`src/hw/jbs_pkg.sv`:
```
// constants, instruction codes and state type of the boundary-scan port
package jbs_pkg;
    // instruction register
    localparam int IR_LEN = 4;
    localparam logic [3:0] IR_EXTEST = 4'h0;
    localparam logic [3:0] IR_CLAMP = 4'h2;
    localparam logic [3:0] IR_HIGHZ = 4'h3;
    localparam logic [3:0] IR_SAMPLE = 4'h4;
    localparam logic [3:0] IR_IDCODE = 4'he;
    localparam logic [3:0] IR_BYPASS = 4'hf;
    localparam logic [3:0] IR_CAPTURE = 4'h1;

    // identification register layout
    localparam int ID_LEN = 32;
    localparam int ID_VER_W = 4;
    localparam int ID_PART_W = 16;
    localparam int ID_MAKER_W = 11;
    localparam logic ID_FIXED_BIT = 1'h1;
    // arbitrary neutral identity values
    localparam logic [3:0] ID_VERSION = 4'h1;
    localparam logic [15:0] ID_PART = 16'h0a5c;
    localparam logic [10:0] ID_MAKER = 11'h02a;
    localparam logic [31:0] ID_VALUE = {ID_VERSION, ID_PART, ID_MAKER,
                                        ID_FIXED_BIT};

    // boundary chain length: three cells per pin, input only pins one
    localparam int BSR_LEN = 115;

    // synchroniser depth
    localparam int SYNC_LEN = 2;

    // tap controller states, one-hot
    typedef enum logic [15:0] {
        ST_RESET      = 16'h0001,
        ST_IDLE       = 16'h0002,
        ST_SEL_DR     = 16'h0004,
        ST_CAP_DR     = 16'h0008,
        ST_SHIFT_DR   = 16'h0010,
        ST_EXIT1_DR   = 16'h0020,
        ST_PAUSE_DR   = 16'h0040,
        ST_EXIT2_DR   = 16'h0080,
        ST_UPD_DR     = 16'h0100,
        ST_SEL_IR     = 16'h0200,
        ST_CAP_IR     = 16'h0400,
        ST_SHIFT_IR   = 16'h0800,
        ST_EXIT1_IR   = 16'h1000,
        ST_PAUSE_IR   = 16'h2000,
        ST_EXIT2_IR   = 16'h4000,
        ST_UPD_IR     = 16'h8000
    } jbs_state_type;
endpackage : jbs_pkg

```
`src/hw/jbs_bsr.sv`:
```
// boundary register: capture/shift stage and parallel output latch
`timescale 1ns/10ps
module jbs_bsr #(
    parameter int LEN = 115
) (
    // clock and reset
    input wire logic clk,
    input wire logic rst_n,
    // control strobes, one cycle each
    input wire logic capture_en,
    input wire logic shift_en,
    input wire logic update_en,
    // serial and parallel data
    input wire logic serial_in,
    input wire logic [LEN-1:0] capture_vec,
    output logic serial_out,
    output logic [LEN-1:0] latch_q
);
    logic [LEN-1:0] stage_q;
    logic [LEN-1:0] stage_d;

    // per-cell next value: capture pin/core value or take upper neighbour
    genvar i;
    generate
        for (i = 0; i < LEN; i++) begin : g_cell
            if (i == LEN - 1) begin : g_top
                assign stage_d[i] = capture_en ? capture_vec[i] :
                                    shift_en ? serial_in : stage_q[i];
            end else begin : g_mid
                assign stage_d[i] = capture_en ? capture_vec[i] :
                                    shift_en ? stage_q[i+1] : stage_q[i];
            end
        end
    endgenerate

    assign serial_out = stage_q[0];

    // shift stage and output latch
    always_ff @(posedge clk or negedge rst_n) begin
        if (!rst_n) begin
            stage_q <= '0;
            latch_q <= '0;
        end else begin
            stage_q <= stage_d;
            if (update_en) begin
                latch_q <= stage_q;
            end
        end
    end
endmodule : jbs_bsr

```
`src/hw/jbs_tap.sv`:
```
// test access port controller with instruction, bypass and id registers
//
// Behaviour
// - tap states follow the standard transition graph
// - low test reset holds test logic reset
// - five clocks with mode high reset logic
// - loaded instruction selects the boundary operation
// - code 1111 selects one-bit bypass
// - code 0100 samples pins into boundary chain
// - preload moves shifted data to output latch
// - code 0000 drives pins from output latch
// - captured output cells never reach the pins
// - code 0010 clamps outputs, holds chain, bypass
// - code 0011 floats outputs, holds chain, bypass
// - code 1110 shifts id value out lsb first
// - test-logic-reset loads the id instruction
// - supply, clock, reset, test pins have no cells
// - registers keep contents; test reset gives id
// - every shift starts at the least bit
// - excess output bits equal earlier input bits
// - pulled-up pin may capture one in input cell
// - open-drain pin may capture zero enable cell
// - id register thirty-two bits, four fields
// - id register ignores data shifted in
`timescale 1ns/10ps
module jbs_tap
    import jbs_pkg::*;
#(
    parameter int CHAIN_LEN = BSR_LEN,
    parameter logic [31:0] ID_CODE = ID_VALUE
) (
    // system clock and reset
    input wire logic clk,
    input wire logic rst_n,
    // test port pins
    input wire logic test_reset_n,
    input wire logic test_clock_pin,
    input wire logic test_mode_select_pin,
    input wire logic test_data_in_pin,
    output logic test_data_out_pin,
    output logic test_data_out_oe,
    // boundary chain: pin and core values seen at the cells
    input wire logic [CHAIN_LEN-1:0] bsr_capture_vec,
    // boundary chain parallel output latch
    output logic [CHAIN_LEN-1:0] bsr_latch_q,
    // pin control: drive pins from latch, or float all outputs
    output logic pins_from_latch_q,
    output logic pins_highz_q
);
    // synchronisers for pins from the test clock domain
    logic [SYNC_LEN-1:0] tck_s_q;
    logic [SYNC_LEN-1:0] tms_s_q;
    logic [SYNC_LEN-1:0] tdi_s_q;
    logic [SYNC_LEN-1:0] trst_s_q;
    logic tck_prev_q;

    always_ff @(posedge clk or negedge rst_n) begin
        if (!rst_n) begin
            tck_s_q <= '0;
            tms_s_q <= '1;
            tdi_s_q <= '1;
            trst_s_q <= '0;
            tck_prev_q <= 1'b0;
        end else begin
            tck_s_q <= {tck_s_q[SYNC_LEN-2:0], test_clock_pin};
            tms_s_q <= {tms_s_q[SYNC_LEN-2:0], test_mode_select_pin};
            tdi_s_q <= {tdi_s_q[SYNC_LEN-2:0], test_data_in_pin};
            trst_s_q <= {trst_s_q[SYNC_LEN-2:0], test_reset_n};
            tck_prev_q <= tck_s_q[SYNC_LEN-1];
        end
    end

    // edges and levels of the synchronised pins
    wire tck_lvl = tck_s_q[SYNC_LEN-1];
    wire tck_rise = tck_lvl & ~tck_prev_q;
    wire tck_fall = ~tck_lvl & tck_prev_q;
    wire tms = tms_s_q[SYNC_LEN-1];
    wire tdi = tdi_s_q[SYNC_LEN-1];
    wire trst_active = ~trst_s_q[SYNC_LEN-1];

    // independent count of test clock rises with mode high; even a
    // corrupted state code reaches reset within five such rises
    localparam int RESET_TCKS = 5;
    localparam int HIGH_CNT_W = 3;
    logic [HIGH_CNT_W-1:0] high_cnt_q;
    logic [HIGH_CNT_W-1:0] high_cnt_d;
    wire high_cnt_full = (high_cnt_q == HIGH_CNT_W'(RESET_TCKS - 1));
    wire reset_by_count = tms & high_cnt_full;

    // count saturates at the limit and clears on any low mode sample
    assign high_cnt_d = !tms ? '0 :
                        high_cnt_full ? high_cnt_q :
                        high_cnt_q + 1'b1;

    // count advances with each test clock rise
    always_ff @(posedge clk or negedge rst_n) begin
        if (!rst_n) begin
            high_cnt_q <= '0;
        end else if (trst_active) begin
            high_cnt_q <= '0;
        end else if (tck_rise) begin
            high_cnt_q <= high_cnt_d;
        end
    end

    // tap state register
    jbs_state_type state_q;
    jbs_state_type state_d;

    // next state per the standard graph; five highs reach reset
    always_comb begin
        state_d = state_q;
        unique case (state_q)
            ST_RESET: state_d = tms ? ST_RESET : ST_IDLE;
            ST_IDLE: state_d = tms ? ST_SEL_DR : ST_IDLE;
            ST_SEL_DR: state_d = tms ? ST_SEL_IR : ST_CAP_DR;
            ST_CAP_DR: state_d = tms ? ST_EXIT1_DR : ST_SHIFT_DR;
            ST_SHIFT_DR: state_d = tms ? ST_EXIT1_DR : ST_SHIFT_DR;
            ST_EXIT1_DR: state_d = tms ? ST_UPD_DR : ST_PAUSE_DR;
            ST_PAUSE_DR: state_d = tms ? ST_EXIT2_DR : ST_PAUSE_DR;
            ST_EXIT2_DR: state_d = tms ? ST_UPD_DR : ST_SHIFT_DR;
            ST_UPD_DR: state_d = tms ? ST_SEL_DR : ST_IDLE;
            ST_SEL_IR: state_d = tms ? ST_RESET : ST_CAP_IR;
            ST_CAP_IR: state_d = tms ? ST_EXIT1_IR : ST_SHIFT_IR;
            ST_SHIFT_IR: state_d = tms ? ST_EXIT1_IR : ST_SHIFT_IR;
            ST_EXIT1_IR: state_d = tms ? ST_UPD_IR : ST_PAUSE_IR;
            ST_PAUSE_IR: state_d = tms ? ST_EXIT2_IR : ST_PAUSE_IR;
            ST_EXIT2_IR: state_d = tms ? ST_UPD_IR : ST_SHIFT_IR;
            ST_UPD_IR: state_d = tms ? ST_SEL_DR : ST_IDLE;
            default: state_d = ST_RESET;
        endcase
    end

    // state advances on each test clock rise; test reset forces reset
    always_ff @(posedge clk or negedge rst_n) begin
        if (!rst_n) begin
            state_q <= ST_RESET;
        end else if (trst_active) begin
            state_q <= ST_RESET;
        end else if (tck_rise) begin
            state_q <= reset_by_count ? ST_RESET : state_d;
        end
    end

    // state strobes, valid in the cycle of a test clock rise; in_reset and shifting are plain state levels
    wire in_reset = (state_q == ST_RESET);
    wire do_cap_ir = tck_rise & (state_q == ST_CAP_IR);
    wire do_shift_ir = tck_rise & (state_q == ST_SHIFT_IR);
    wire do_upd_ir = tck_rise & (state_q == ST_UPD_IR);
    wire do_cap_dr = tck_rise & (state_q == ST_CAP_DR);
    wire do_shift_dr = tck_rise & (state_q == ST_SHIFT_DR);
    wire do_upd_dr = tck_rise & (state_q == ST_UPD_DR);
    wire shifting = (state_q == ST_SHIFT_IR) | (state_q == ST_SHIFT_DR);

    // instruction shift stage and active instruction
    logic [IR_LEN-1:0] ir_shift_q;
    logic [IR_LEN-1:0] ir_shift_d;
    logic [IR_LEN-1:0] ir_q;
    logic [IR_LEN-1:0] ir_d;

    // reset or test reset forces the id instruction; the shift stage
    // simply holds then, since capture-ir reloads it before any use
    wire ir_force_id = trst_active | in_reset;
    wire [IR_LEN-1:0] ir_shifted = {tdi, ir_shift_q[IR_LEN-1:1]};

    // next shift stage: capture pattern, then one bit per test clock rise
    assign ir_shift_d = ir_force_id ? ir_shift_q :
                        do_cap_ir ? IR_CAPTURE :
                        do_shift_ir ? ir_shifted :
                        ir_shift_q;

    // next instruction: id on reset, shift stage only at update, so a
    // half-shifted code never reaches the decode
    assign ir_d = ir_force_id ? IR_IDCODE :
                  do_upd_ir ? ir_shift_q :
                  ir_q;

    // instruction flops
    always_ff @(posedge clk or negedge rst_n) begin
        if (!rst_n) begin
            ir_shift_q <= IR_CAPTURE;
            ir_q <= IR_IDCODE;
        end else begin
            ir_shift_q <= ir_shift_d;
            ir_q <= ir_d;
        end
    end

    // instruction decode; any other code acts as bypass
    wire ir_extest = (ir_q == IR_EXTEST);
    wire ir_sample = (ir_q == IR_SAMPLE);
    wire ir_clamp = (ir_q == IR_CLAMP);
    wire ir_highz = (ir_q == IR_HIGHZ);
    wire ir_idcode = (ir_q == IR_IDCODE);
    wire sel_bsr = ir_extest | ir_sample;
    wire sel_id = ir_idcode;
    wire sel_bypass = ~sel_bsr & ~sel_id;

    // bypass register: captures zero, one cell of delay
    logic bypass_q;
    logic bypass_d;
    wire byp_cap = do_cap_dr & sel_bypass;
    wire byp_shift = do_shift_dr & sel_bypass;

    // next bypass bit: zero on capture, data in on shift
    assign bypass_d = byp_cap ? 1'b0 :
                      byp_shift ? tdi :
                      bypass_q;

    // bypass flop
    always_ff @(posedge clk or negedge rst_n) begin
        if (!rst_n) begin
            bypass_q <= 1'b0;
        end else begin
            bypass_q <= bypass_d;
        end
    end

    // id register: reloads the fixed code, shifts in only to pass through
    // nothing shifted in survives the next capture
    logic [ID_LEN-1:0] id_shift_q;
    logic [ID_LEN-1:0] id_shift_d;
    wire id_cap = do_cap_dr & sel_id;
    wire id_shift = do_shift_dr & sel_id;
    wire [ID_LEN-1:0] id_shifted = {tdi, id_shift_q[ID_LEN-1:1]};

    // next id stage: fixed code on capture, data in at the top on shift
    assign id_shift_d = id_cap ? ID_CODE :
                        id_shift ? id_shifted :
                        id_shift_q;

    // id flops
    always_ff @(posedge clk or negedge rst_n) begin
        if (!rst_n) begin
            id_shift_q <= ID_CODE;
        end else begin
            id_shift_q <= id_shift_d;
        end
    end

    // boundary chain strobes; clamp and highz leave the chain untouched
    wire bsr_cap = do_cap_dr & sel_bsr;
    wire bsr_shift = do_shift_dr & sel_bsr;
    wire bsr_upd = do_upd_dr & sel_bsr;
    wire bsr_so;

    // chain holds only the pins given to it
    jbs_bsr #(
        .LEN(CHAIN_LEN)
    ) u_bsr (
        .clk(clk),
        .rst_n(rst_n),
        .capture_en(bsr_cap),
        .shift_en(bsr_shift),
        .update_en(bsr_upd),
        .serial_in(tdi),
        .capture_vec(bsr_capture_vec),
        .serial_out(bsr_so),
        .latch_q(bsr_latch_q)
    );

    // serial output select
    wire dr_so = sel_bsr ? bsr_so : sel_id ? id_shift_q[0] : bypass_q;
    wire tdo_next = (state_q == ST_SHIFT_IR) ? ir_shift_q[0] : dr_so;

    // data out changes on the test clock fall, so the tester can take it
    // at the following rise; driven only while shifting, and test reset
    // drops the enable at once without waiting for a fall
    logic tdo_d;
    logic tdo_oe_d;
    wire tdo_load = tck_fall & ~trst_active;

    assign tdo_d = tdo_load ? tdo_next : test_data_out_pin;
    assign tdo_oe_d = trst_active ? 1'b0 :
                      tck_fall ? shifting :
                      test_data_out_oe;

    // data out flops
    always_ff @(posedge clk or negedge rst_n) begin
        if (!rst_n) begin
            test_data_out_pin <= 1'b0;
            test_data_out_oe <= 1'b0;
        end else begin
            test_data_out_pin <= tdo_d;
            test_data_out_oe <= tdo_oe_d;
        end
    end

    // pin control follows the active instruction; the output latch,
    // not the capture stage, feeds the pins, so values captured in
    // capture-dr never reach a pin
    wire pins_from_latch_d = ir_extest | ir_clamp;
    wire pins_highz_d = ir_highz;

    // pin control flops
    always_ff @(posedge clk or negedge rst_n) begin
        if (!rst_n) begin
            pins_from_latch_q <= 1'b0;
            pins_highz_q <= 1'b0;
        end else begin
            pins_from_latch_q <= pins_from_latch_d;
            pins_highz_q <= pins_highz_d;
        end
    end
endmodule : jbs_tap

```
`config.mk`:
```
export PLATFORM = sky130hd
export DESIGN_NAME = jbs_tap
export DESIGN_NICKNAME = d
export VERILOG_FILES = /design/src/hw/jbs_pkg.sv /design/src/hw/jbs_bsr.sv /design/src/hw/jbs_tap.sv
export SDC_FILE = /design/constraint.sdc
export NUM_CORES = 1
export LEC_CHECK = 0
export ABC_AREA = 1
export BUFFER_PORTS_ARGS = -buffer_cell sky130_fd_sc_hd__buf_2
export CAP_MARGIN = 0
export CORE_ASPECT_RATIO = 1.25
export CORE_UTILIZATION = 56
export DETAILED_ROUTE_END_ITERATION = 8
export PLACE_DENSITY = 0.84
export SYNTH_ARGS = -nofsm -noshare
export SYNTH_HDL_FRONTEND = slang
export SYNTH_SLANG_ARGS = --single-unit
```
`constraint.sdc`:
```
create_clock -name clk -period 2.26 [get_ports clk]
set_clock_uncertainty 0.05 [all_clocks]
set_input_delay 0.226 -clock clk [delete_from_list [all_inputs] [get_ports clk]]
set_output_delay 0.226 -clock clk [all_outputs]
set_load 0.005 [all_outputs]
```
==> results of run 1 <==
==> worst paths after layout <==
| kind | to | cells past startpoint | start | slack, ns |
|---|---|---|---|---|
| max | u_bsr.latch_q[25]$_DFFE_PN0P_ | 9 | state_q[0]$_DFFE_PN1P_ | 0.13 |
| min | u_bsr.latch_q[70]$_DFFE_PN0P_ | 2 | rst_n | 0.17 |
| max reg2reg | u_bsr.latch_q[25]$_DFFE_PN0P_ | 9 | state_q[0]$_DFFE_PN1P_ | 0.13 |
| min reg2reg | tck_s_q[1]$_DFF_PN0_ | 0 | tck_s_q[0]$_DFF_PN0_ | 0.30 |
| max in group asynchronous | state_q[0]$_DFFE_PN1P_ | 3 | rst_n | 1.20 |
| min in group clk | tms_s_q[0]$_DFF_PN1_ | 2 | test_mode_select_pin | 0.28 |
==> where the power goes <==
part	internal, mW	leakage [nW]	switching (mW)
sequential	5.44	3.55	0.0120
clock	2.93	0.487	2.05
combinational	0.255	4.44	0.276
==> registers in the layout, indices dropped and copies added (netlist names) <==
signal / cells
u_bsr.latch_q: 115
u_bsr.stage_q: 115
id_shift_q: 32
state_q: 16
ir_q: 4
ir_shift_q: 4
high_cnt_q: 3
tck_s_q: 2
tdi_s_q: 2
tms_s_q: 2
trst_s_q: 2
bypass_q: 1
pins_from_latch_q: 1
pins_highz_q: 1
tck_prev_q: 1
test_data_out_oe: 1
test_data_out_pin: 1
==> through the flow <==
stage | hold WS [ns] | worst slack (ns) | instance area, um2 | instances | utilization
floorplan | -0.120 | 0.381 | 13100 | 1141 | -
global placement | 0.151 | 0.194 | 14800 | 1637 | 0.645
detailed placement | 0.160 | 0.122 | 14800 | 1637 | 0.645
CTS | 0.178 | 0.0946 | 17000 | 1811 | 0.741
global route | 0.208 | 0.0370 | 17000 | 1813 | 0.741
finish | 0.167 | 0.135 | 17000 | 1813 | 0.741
==> layout make-up <==
class	count	area, um2	share of cell area
flip-flops and latches	303	7610	0.447
multi-input cells	703	4890	0.287
repair buffers	398	2930	0.172
clock buffers	47	893	0.0525
well taps	288	360	0.0212
inverters	66	248	0.0146
clock inverters	7	92.6	0.00544
diodes	1	2.50	0.000147
==> logic make-up after synthesis <==
kind of cell,count (synthesis),synth area share
XOR/XNOR,1,0.000667
adder cells (fa/ha/maj),2,0.00191
flip-flops,303,0.579
AND/OR/NAND/NOR,394,0.128
AO/OA/AOI/OAI,192,0.132
multiplexers,114,0.109
buffers and inverters,135,0.0494
==> cells in the final DEF (no fill, tap or decap), drive strengths merged <==
master / netlist / layout
nand3: 22 / 22
o221ai: 115 / 115
o21ai: 39 / 39
o22ai: 17 / 17
a21boi: 1 / 1
xor2: 1 / 1
a211oi: 1 / 1
clkinv: 0 / 4
buf: 40 / 278
dfstp: 20 / 20
nand3b: 3 / 3
a31oi: 2 / 2
and2: 1 / 1
diode: 0 / 1
bufinv: 0 / 2
mux2: 114 / 114
a21oi: 17 / 17
nor3: 7 / 7
nand4: 3 / 3
dlygate4sd3: 0 / 120
and3: 1 / 1
inv: 66 / 67
ha: 2 / 2
clkbuf: 29 / 47
nor2: 61 / 61
nand2: 296 / 296
dfrtp: 283 / 283
==> timing repair <==
item,CTS,global route
endpoints found under the hold margin,179,0
hold buffers,120,0
resized for setup,0,1
endpoints found under the setup margin,0,9
setup buffers,0,1
==> metal layers <==
layer,vias to the layer above,GRT usage,share of wire
met4,0,0.153,0.046
met3,141,0.0565,0.065
met5,-,0,0
met2,532,0.544,0.50
li1,4681,-,-
met1,5362,0.400,0.38
==> impl.org, run 1 <==
** Synth
- Distinct cell type count after synthesis :: 36
- Of all cell types, the one taking the most synthesized area is dfrtp_1.
- When the netlist entered floorplanning its net count stood at approximately 1,300.
- Synth Area per Inst :: 11.5 um2
- In the synthesized netlist the async set-or-reset flop fraction comes to 1.00.
- Synthesis produced around 1,100 cells.
- Most frequent cell after synthesis :: nand2_1
- Portion of the post-synthesis area used by sequential elements :: 0.579
- In the post-synthesis netlist, the biggest area contributors are dfrtp_1 54%, nand2_1 8.2%, mux2_2 6.5%.
- Register bit count reported by yosys :: 303
- Portion of synthesized cell area occupied by the leading cell type :: 0.539
- Post-synthesis instance area :: 13,100 um2
- In the synthesized netlist the dominant register cell turns out to be dfrtp_1.
- The Yosys step of the flow raised 0 warnings.
- EDFF count, synth :: 0
- The commonest cells after synthesis are 287 x nand2_1, 283 x dfrtp_1, 76 x mux2_2.

** Layout
- Compared with the post-synthesis result, the final layout area differs by 29.7%.
- Fin nets :: 1,624
- The layout has approximately 1,400 filler cells.
- Of the cells placed in the final design, the portion with a size suffix greater than 1 is 0.352.

** Place
- RePlAce Congestion :: 0.920
- Buffers placed on the I/O ports in this run total 239.
- After legalization and detailed placement, the total HPWL measured between 20 and 25 mm.

** Clock tree
- Clock-pin slew was measured on the worst setup and hold paths at ~0.070 ns.
- TritonCTS built the clock tree.
- The cell sitting at the root of the clock tree is a clkbuf_16.
- CTS max path bufs :: 3
- Clock tree sinks :: slightly above 300
- TritonCTS buffer count :: 29
- Clock latency on the worst-skew pair :: roughly 0.54 ns
- In this run the number of H-tree levels came out at 1.

** STA
- Actual slew at the worst max-slew pin :: slightly below 0.6 ns
- Final-report hold violation count :: 0
- In this run the tightest slew margin relative to its limit is 0.612.
- The number of pins exceeding their max-slew limit in the final report was 0.
- Time the final worst path needs with I/O delays and setup :: about 2.1 ns
- Highest clock rate :: around 0.47 GHz
- Portion of the clock cycle consumed by the worst path in the final layout :: 0.940
- Setup violations remaining at the end of the flow were counted as 0.
- Final setup TNS :: 0 ns
- Setup repair after global routing left no endpoint under its margin.

** Power
- Static leakage :: approximately 8.5 nW
- After layout, the design draws a total of 11.0 mW.
- Maximum ir drop on the vdd rail :: 0.565 mV
- PD cells :: approximately 640 nW/um2

** Worst setup path
- The worst setup path is of the reg -> reg kind.
- The critical path goes through nor2_2, nand2_2, nor2_8, nand2_4, inv_2, nand3b_1, buf_4, buf_12, mux2_2.
- On the worst path, the slowest cell contributes a delay of ~0.56 ns.
- Crit start category :: flop
- Data required, critical path :: 2.64 ns
- Along the worst path, the maximum fanout reaches a little over 40.
- The slowest stage of the critical path is the dfstp_2 cell.
- Critical path buffer and inverter count :: 3
- Arrival time worst endpoint :: roughly 2.5 ns
- Top cell family by delay on the critical path :: flip-flops
- STA classifies the critical path endpoint as a flop.

** Flow run
- Max-cap violations in this run came to 0.

** Routing
- In the routed design, unresolved DRC markers number 12.
- The final route contains 10,700 vias.
- Once detail routing completed, the nets flagged for antenna violations numbered 0.
- After detailed routing, the average wire length per cell comes to between 20 and 25 um.
- Dividing the detail-routed via count by the number of cells gives about 5.9.
- For this run, the detailed router's first-pass iteration total came to 9.
- Violation count after the first detailed-routing iteration :: ~840
- Post-detailed-routing wire length :: roughly 38 mm

** Floorplanning
- The initial utilization of the core area, before any placement, comes to 0.572.
- The die covers approximately 24,000 um2.
- The core region is approximately 23,000 um2.
- Die X-Extent :: roughly 140 um
- For this design the top-level I/O count stands at 240.
- From bottom edge to top edge, the die measures roughly 170 um.
- Total number of placement rows :: between 60 and 70

** Global route
- Combined global-route utilization of all metal layers :: 0.321
- Pin count of the biggest net entering global routing :: 64
- Number of antenna violations at the first check in global routing :: 1
- Global route overflow :: 0
- Global-route wire length before repair :: a little over 60 mm
- Number of global-route vias before repair :: 11,300

** Outcome
- The final reports fail on DRC.
- The run finished, with violations left.

** Min path
- The path class of the tightest hold or removal check is in -> async.
No activity file was read; power rests on OpenSTA's default activity.
==> run 2, diff against run 1 <==
HOLD_SLACK_MARGIN = 0.03   (was unset)
clock period = 2 ns   (was 2.26 ns; I/O delays follow)
==> run 2 against run 1 <==
Effect of this change: the run ends with DRC, setup timing left; die area unchanged; first-iteration DRC count up 16%; setup slack worse by 0.24 ns; count of clock-buffer cells in the layout down 2; worst hold slack worse by 0.093 ns.
==> impl.org, run 2 (synthesis results as in run 1) <==
** STA
- Final-report hold violation count :: 0 (unchanged)
- The setup slack after layout is -0.109 ns (was 0.135 ns).
- The highest attainable clock frequency came to 0.474 GHz (was 0.471 GHz).
- Final setup TNS :: -1.43 ns (was 0 ns)
- Number of failing setup endpoints in the final timing report :: 53 (was 0)
- Actual slew at the worst max-slew pin :: 0.534 ns (was 0.579 ns)
- Time the final worst path needs with I/O delays and setup :: 2.11 ns (was 2.13 ns)
- The number of pins exceeding their max-slew limit in the final report came to 0 (unchanged).
- Slew HR :: 0.644 (was 0.612)
- The portion of the clock cycle consumed by the worst path in the final layout is 1.05 (was 0.940).
- RSZ-0062 raised after global routing: true (was false).

** Power
- The cell leakage power was 8.82 nW (was 8.48 nW).
- The switching component of the power was 2.83 mW (was 2.34 mW).
- Post-layout total power :: 12.4 mW (was 11.0 mW)
- Switching part of the total power :: 0.227 (was 0.213)
- Part of the total power dissipated in combinational logic :: 0.051 (was 0.048)
- Maximum ir drop on the vdd rail :: 0.895 mV (was 0.565 mV)
- The part of the power in the clock network was 0.454 (about the same).
- PD cells :: 702 nW/um2 (was 644 nW/um2)
- The internal power contribution came to 9.62 mW (was 8.62 mW).
- Sequential share of power :: 0.496 (was 0.498)

** Place
- Port-buffer cells :: 239 (unchanged)
- RePlAce Congestion :: 0.913 (was 0.920)
- The total placed cells including tap cells is 1,651 (was 1,637).
- The worst setup slack after placement came to -0.0576 ns (was 0.122 ns).
- The HPWL after detailed placement was 21.3 mm (was 21.7 mm).

** Layout
- Area growth from synthesis to layout :: 35.1% (was 29.7%)
- Largest registers in the final layout: u_bsr.latch_q x115, u_bsr.stage_q x115, id_shift_q x32 (unchanged).
- Most used cells in the layout excluding fill and tap cells: 283 x dfrtp_1, 282 x nand2_1, 238 x buf_2, 120 x dlygate4sd3_1, 75 x mux2_2 (was 286 x nand2_1, 283 x dfrtp_1, 238 x buf_2, 120 x dlygate4sd3_1, 76 x mux2_2).
- The final-stage net count is 1,670 (was 1,624).
- Antenna cell count :: 0 (was 1)
- Final core utilization :: 0.772 (was 0.741)
- Fraction of final layout cells sized beyond drive strength 1 :: 0.377 (was 0.352)
- The number of standard cells in the layout, taps in and fillers out was 1,857 (was 1,813).
- Most common cell after layout, fill and taps aside :: dfrtp_1 (was nand2_1)

** Worst setup path
- Crit start category :: flop (unchanged)
- Critical path capture point type :: flop (unchanged)
- The category of the most critical setup path was reg -> reg (unchanged).
- The arrival time of data at the critical path endpoint is 2.56 ns (was 2.50 ns).
- Maximum fanout along the worst path :: 8 (was 41)
- The required time at the worst-slack endpoint was 2.45 ns (was 2.64 ns).

** Floorplanning
- Initial core utilization :: 0.572 (unchanged)
- Die X-Extent :: 139 um (unchanged)
- The row count came to 62 (unchanged).
- The area enclosed by the die boundary was 24,100 um2 (unchanged).
- Boundary Pins :: 240 (unchanged)
- Overall die height :: 173 um (unchanged)
- Core Footprint :: 23,000 um2 (unchanged)

** Outcome
- Violations in the final reports :: DRC, setup timing (was DRC)
- Run status: finished with violations (unchanged).

** Min path
- The path type of the worst min-delay path is in -> async (unchanged).

** Clock tree
- CTS HTree Levels :: 1 (unchanged)
- Clock transition at the register clock pins on the worst setup and hold paths after CTS :: 0.07 ns (about the same)
- The later-pin clock latency in the skew report was 0.57 ns (was 0.54 ns).
- Clock tree sinks :: 303 (unchanged)
- The buffer levels on the longest clock path was 3 (unchanged).
- CTS root buf :: clkbuf_16 (unchanged)
- TritonCTS buffer count :: 30 (was 29)
- The TritonCTS clock tree is built (unchanged).

** Routing
- Routed len/inst :: 22.7 um (was 20.7 um)
- The detailed-route wire length is 42.2 mm (was 37.6 mm).
- The detail-routed via count per cell is 6.07 (was 5.91).
- Violation count after the first detailed-routing iteration :: 976 (was 842)
- The remaining routing DRC violations was 14 (was 12).
- Count of nets left with antenna violations after detail routing :: 0 (unchanged)
- First-pass DRT Iterations :: 9 (unchanged)
- Vias after detailed routing :: 11,300 (was 10,700)

** Global route
- Combined global-route utilization of all metal layers :: 0.332 (was 0.321)
- Pin count of the biggest net entering global routing :: 80 (was 64)
- Global-route wire length before repair :: 62.9 mm (was 61.1 mm)
- Number of global-route vias before repair :: 11,600 (was 11,300)
- Global route overflow :: 0 (unchanged)
- The initial antenna violation count came to 0 (was 1).

** Flow run
- The number of maximum-capacitance constraint violations was 0 (unchanged).
-- run 2: critical path, cell delays in order (launching register included) --
cell,delay [ns]
dfrtp_1,0.41
nor2_2,0.16
nand2_2,0.14
nor2_8,0.20
nand2_2,0.10
nand2_4,0.09
nand2_4,0.08
nor2_8,0.13
buf_12,0.18
clkbuf_16,0.17
o221ai_1,0.16
nand2_1,0.14
-- run 2: area by class of cell --
cell class | count | area, um2
flip-flops and latches | 303 | 7610
fillers | 1235 | 5230
multi-input cells | 703 | 4940
repair buffers | 443 | 3600
clock buffers | 45 | 877
well taps | 288 | 360
inverters | 66 | 248
clock inverters | 9 | 97.6
-- run 2: routing by layer --
metal | vias up | GRT usage | part of all wire
met1 | 5538 | 0.394 | 0.35
met5 | - | 0 | 0
met2 | 738 | 0.578 | 0.50
li1 | 4779 | - | -
met4 | 0 | 0.183 | 0.064
met3 | 213 | 0.0515 | 0.078
-- run 2: path summary, 6_finish.rpt --
| kind | startpoint | slack [ns] | end | cells after the start |
|---|---|---|---|---|
| setup / recovery | state_q[11]$_DFFE_PN0P_ | -0.11 | u_bsr.stage_q[13]$_DFFE_PN0P_ | 11 |
| hold / removal | rst_n | 0.07 | u_bsr.latch_q[71]$_DFFE_PN0P_ | 2 |
| setup reg to reg | state_q[11]$_DFFE_PN0P_ | -0.11 | u_bsr.stage_q[13]$_DFFE_PN0P_ | 11 |
| hold reg to reg | tms_s_q[0]$_DFF_PN1_ | 0.31 | tms_s_q[1]$_DFF_PN1_ | 0 |
| max in group asynchronous | rst_n | 1.13 | id_shift_q[18]$_DFFE_PN1P_ | 3 |
| min in group clk | test_mode_select_pin | 0.23 | tms_s_q[0]$_DFF_PN1_ | 2 |
-- run 2: repair_timing --
| action | CTS | global route |
|---|---|---|
| endpoints found under the setup margin | 35 | 243 |
| pin swaps | 1 | 11 |
| hold buffers | 120 | 0 |
| setup buffers | 2 | 20 |
| endpoints found under the hold margin | 405 | 0 |
| gates resized for setup | 4 | 26 |
| gates cloned | 2 | 8 |
-- run 2: power groups by stage --
stage	clock, mW	sequential, mW	combinational, mW
after global routing	5.95	6.16	0.685
after CTS	5.60	6.17	0.585
final	5.65	6.17	0.633
after detailed placement	0	6.28	0.396
after global placement	0	6.28	0.390
after floorplan	0	6.27	0.0743
-- run 2: metrics by stage --
step | hold slack, ns | cell area [um2]
detailed placement | 0.0776 | 15000
floorplan | -0.146 | 13100
finish | 0.0742 | 17700
global route | 0.0971 | 17700
global placement | 0.0684 | 15000
CTS | 0.0605 | 17300
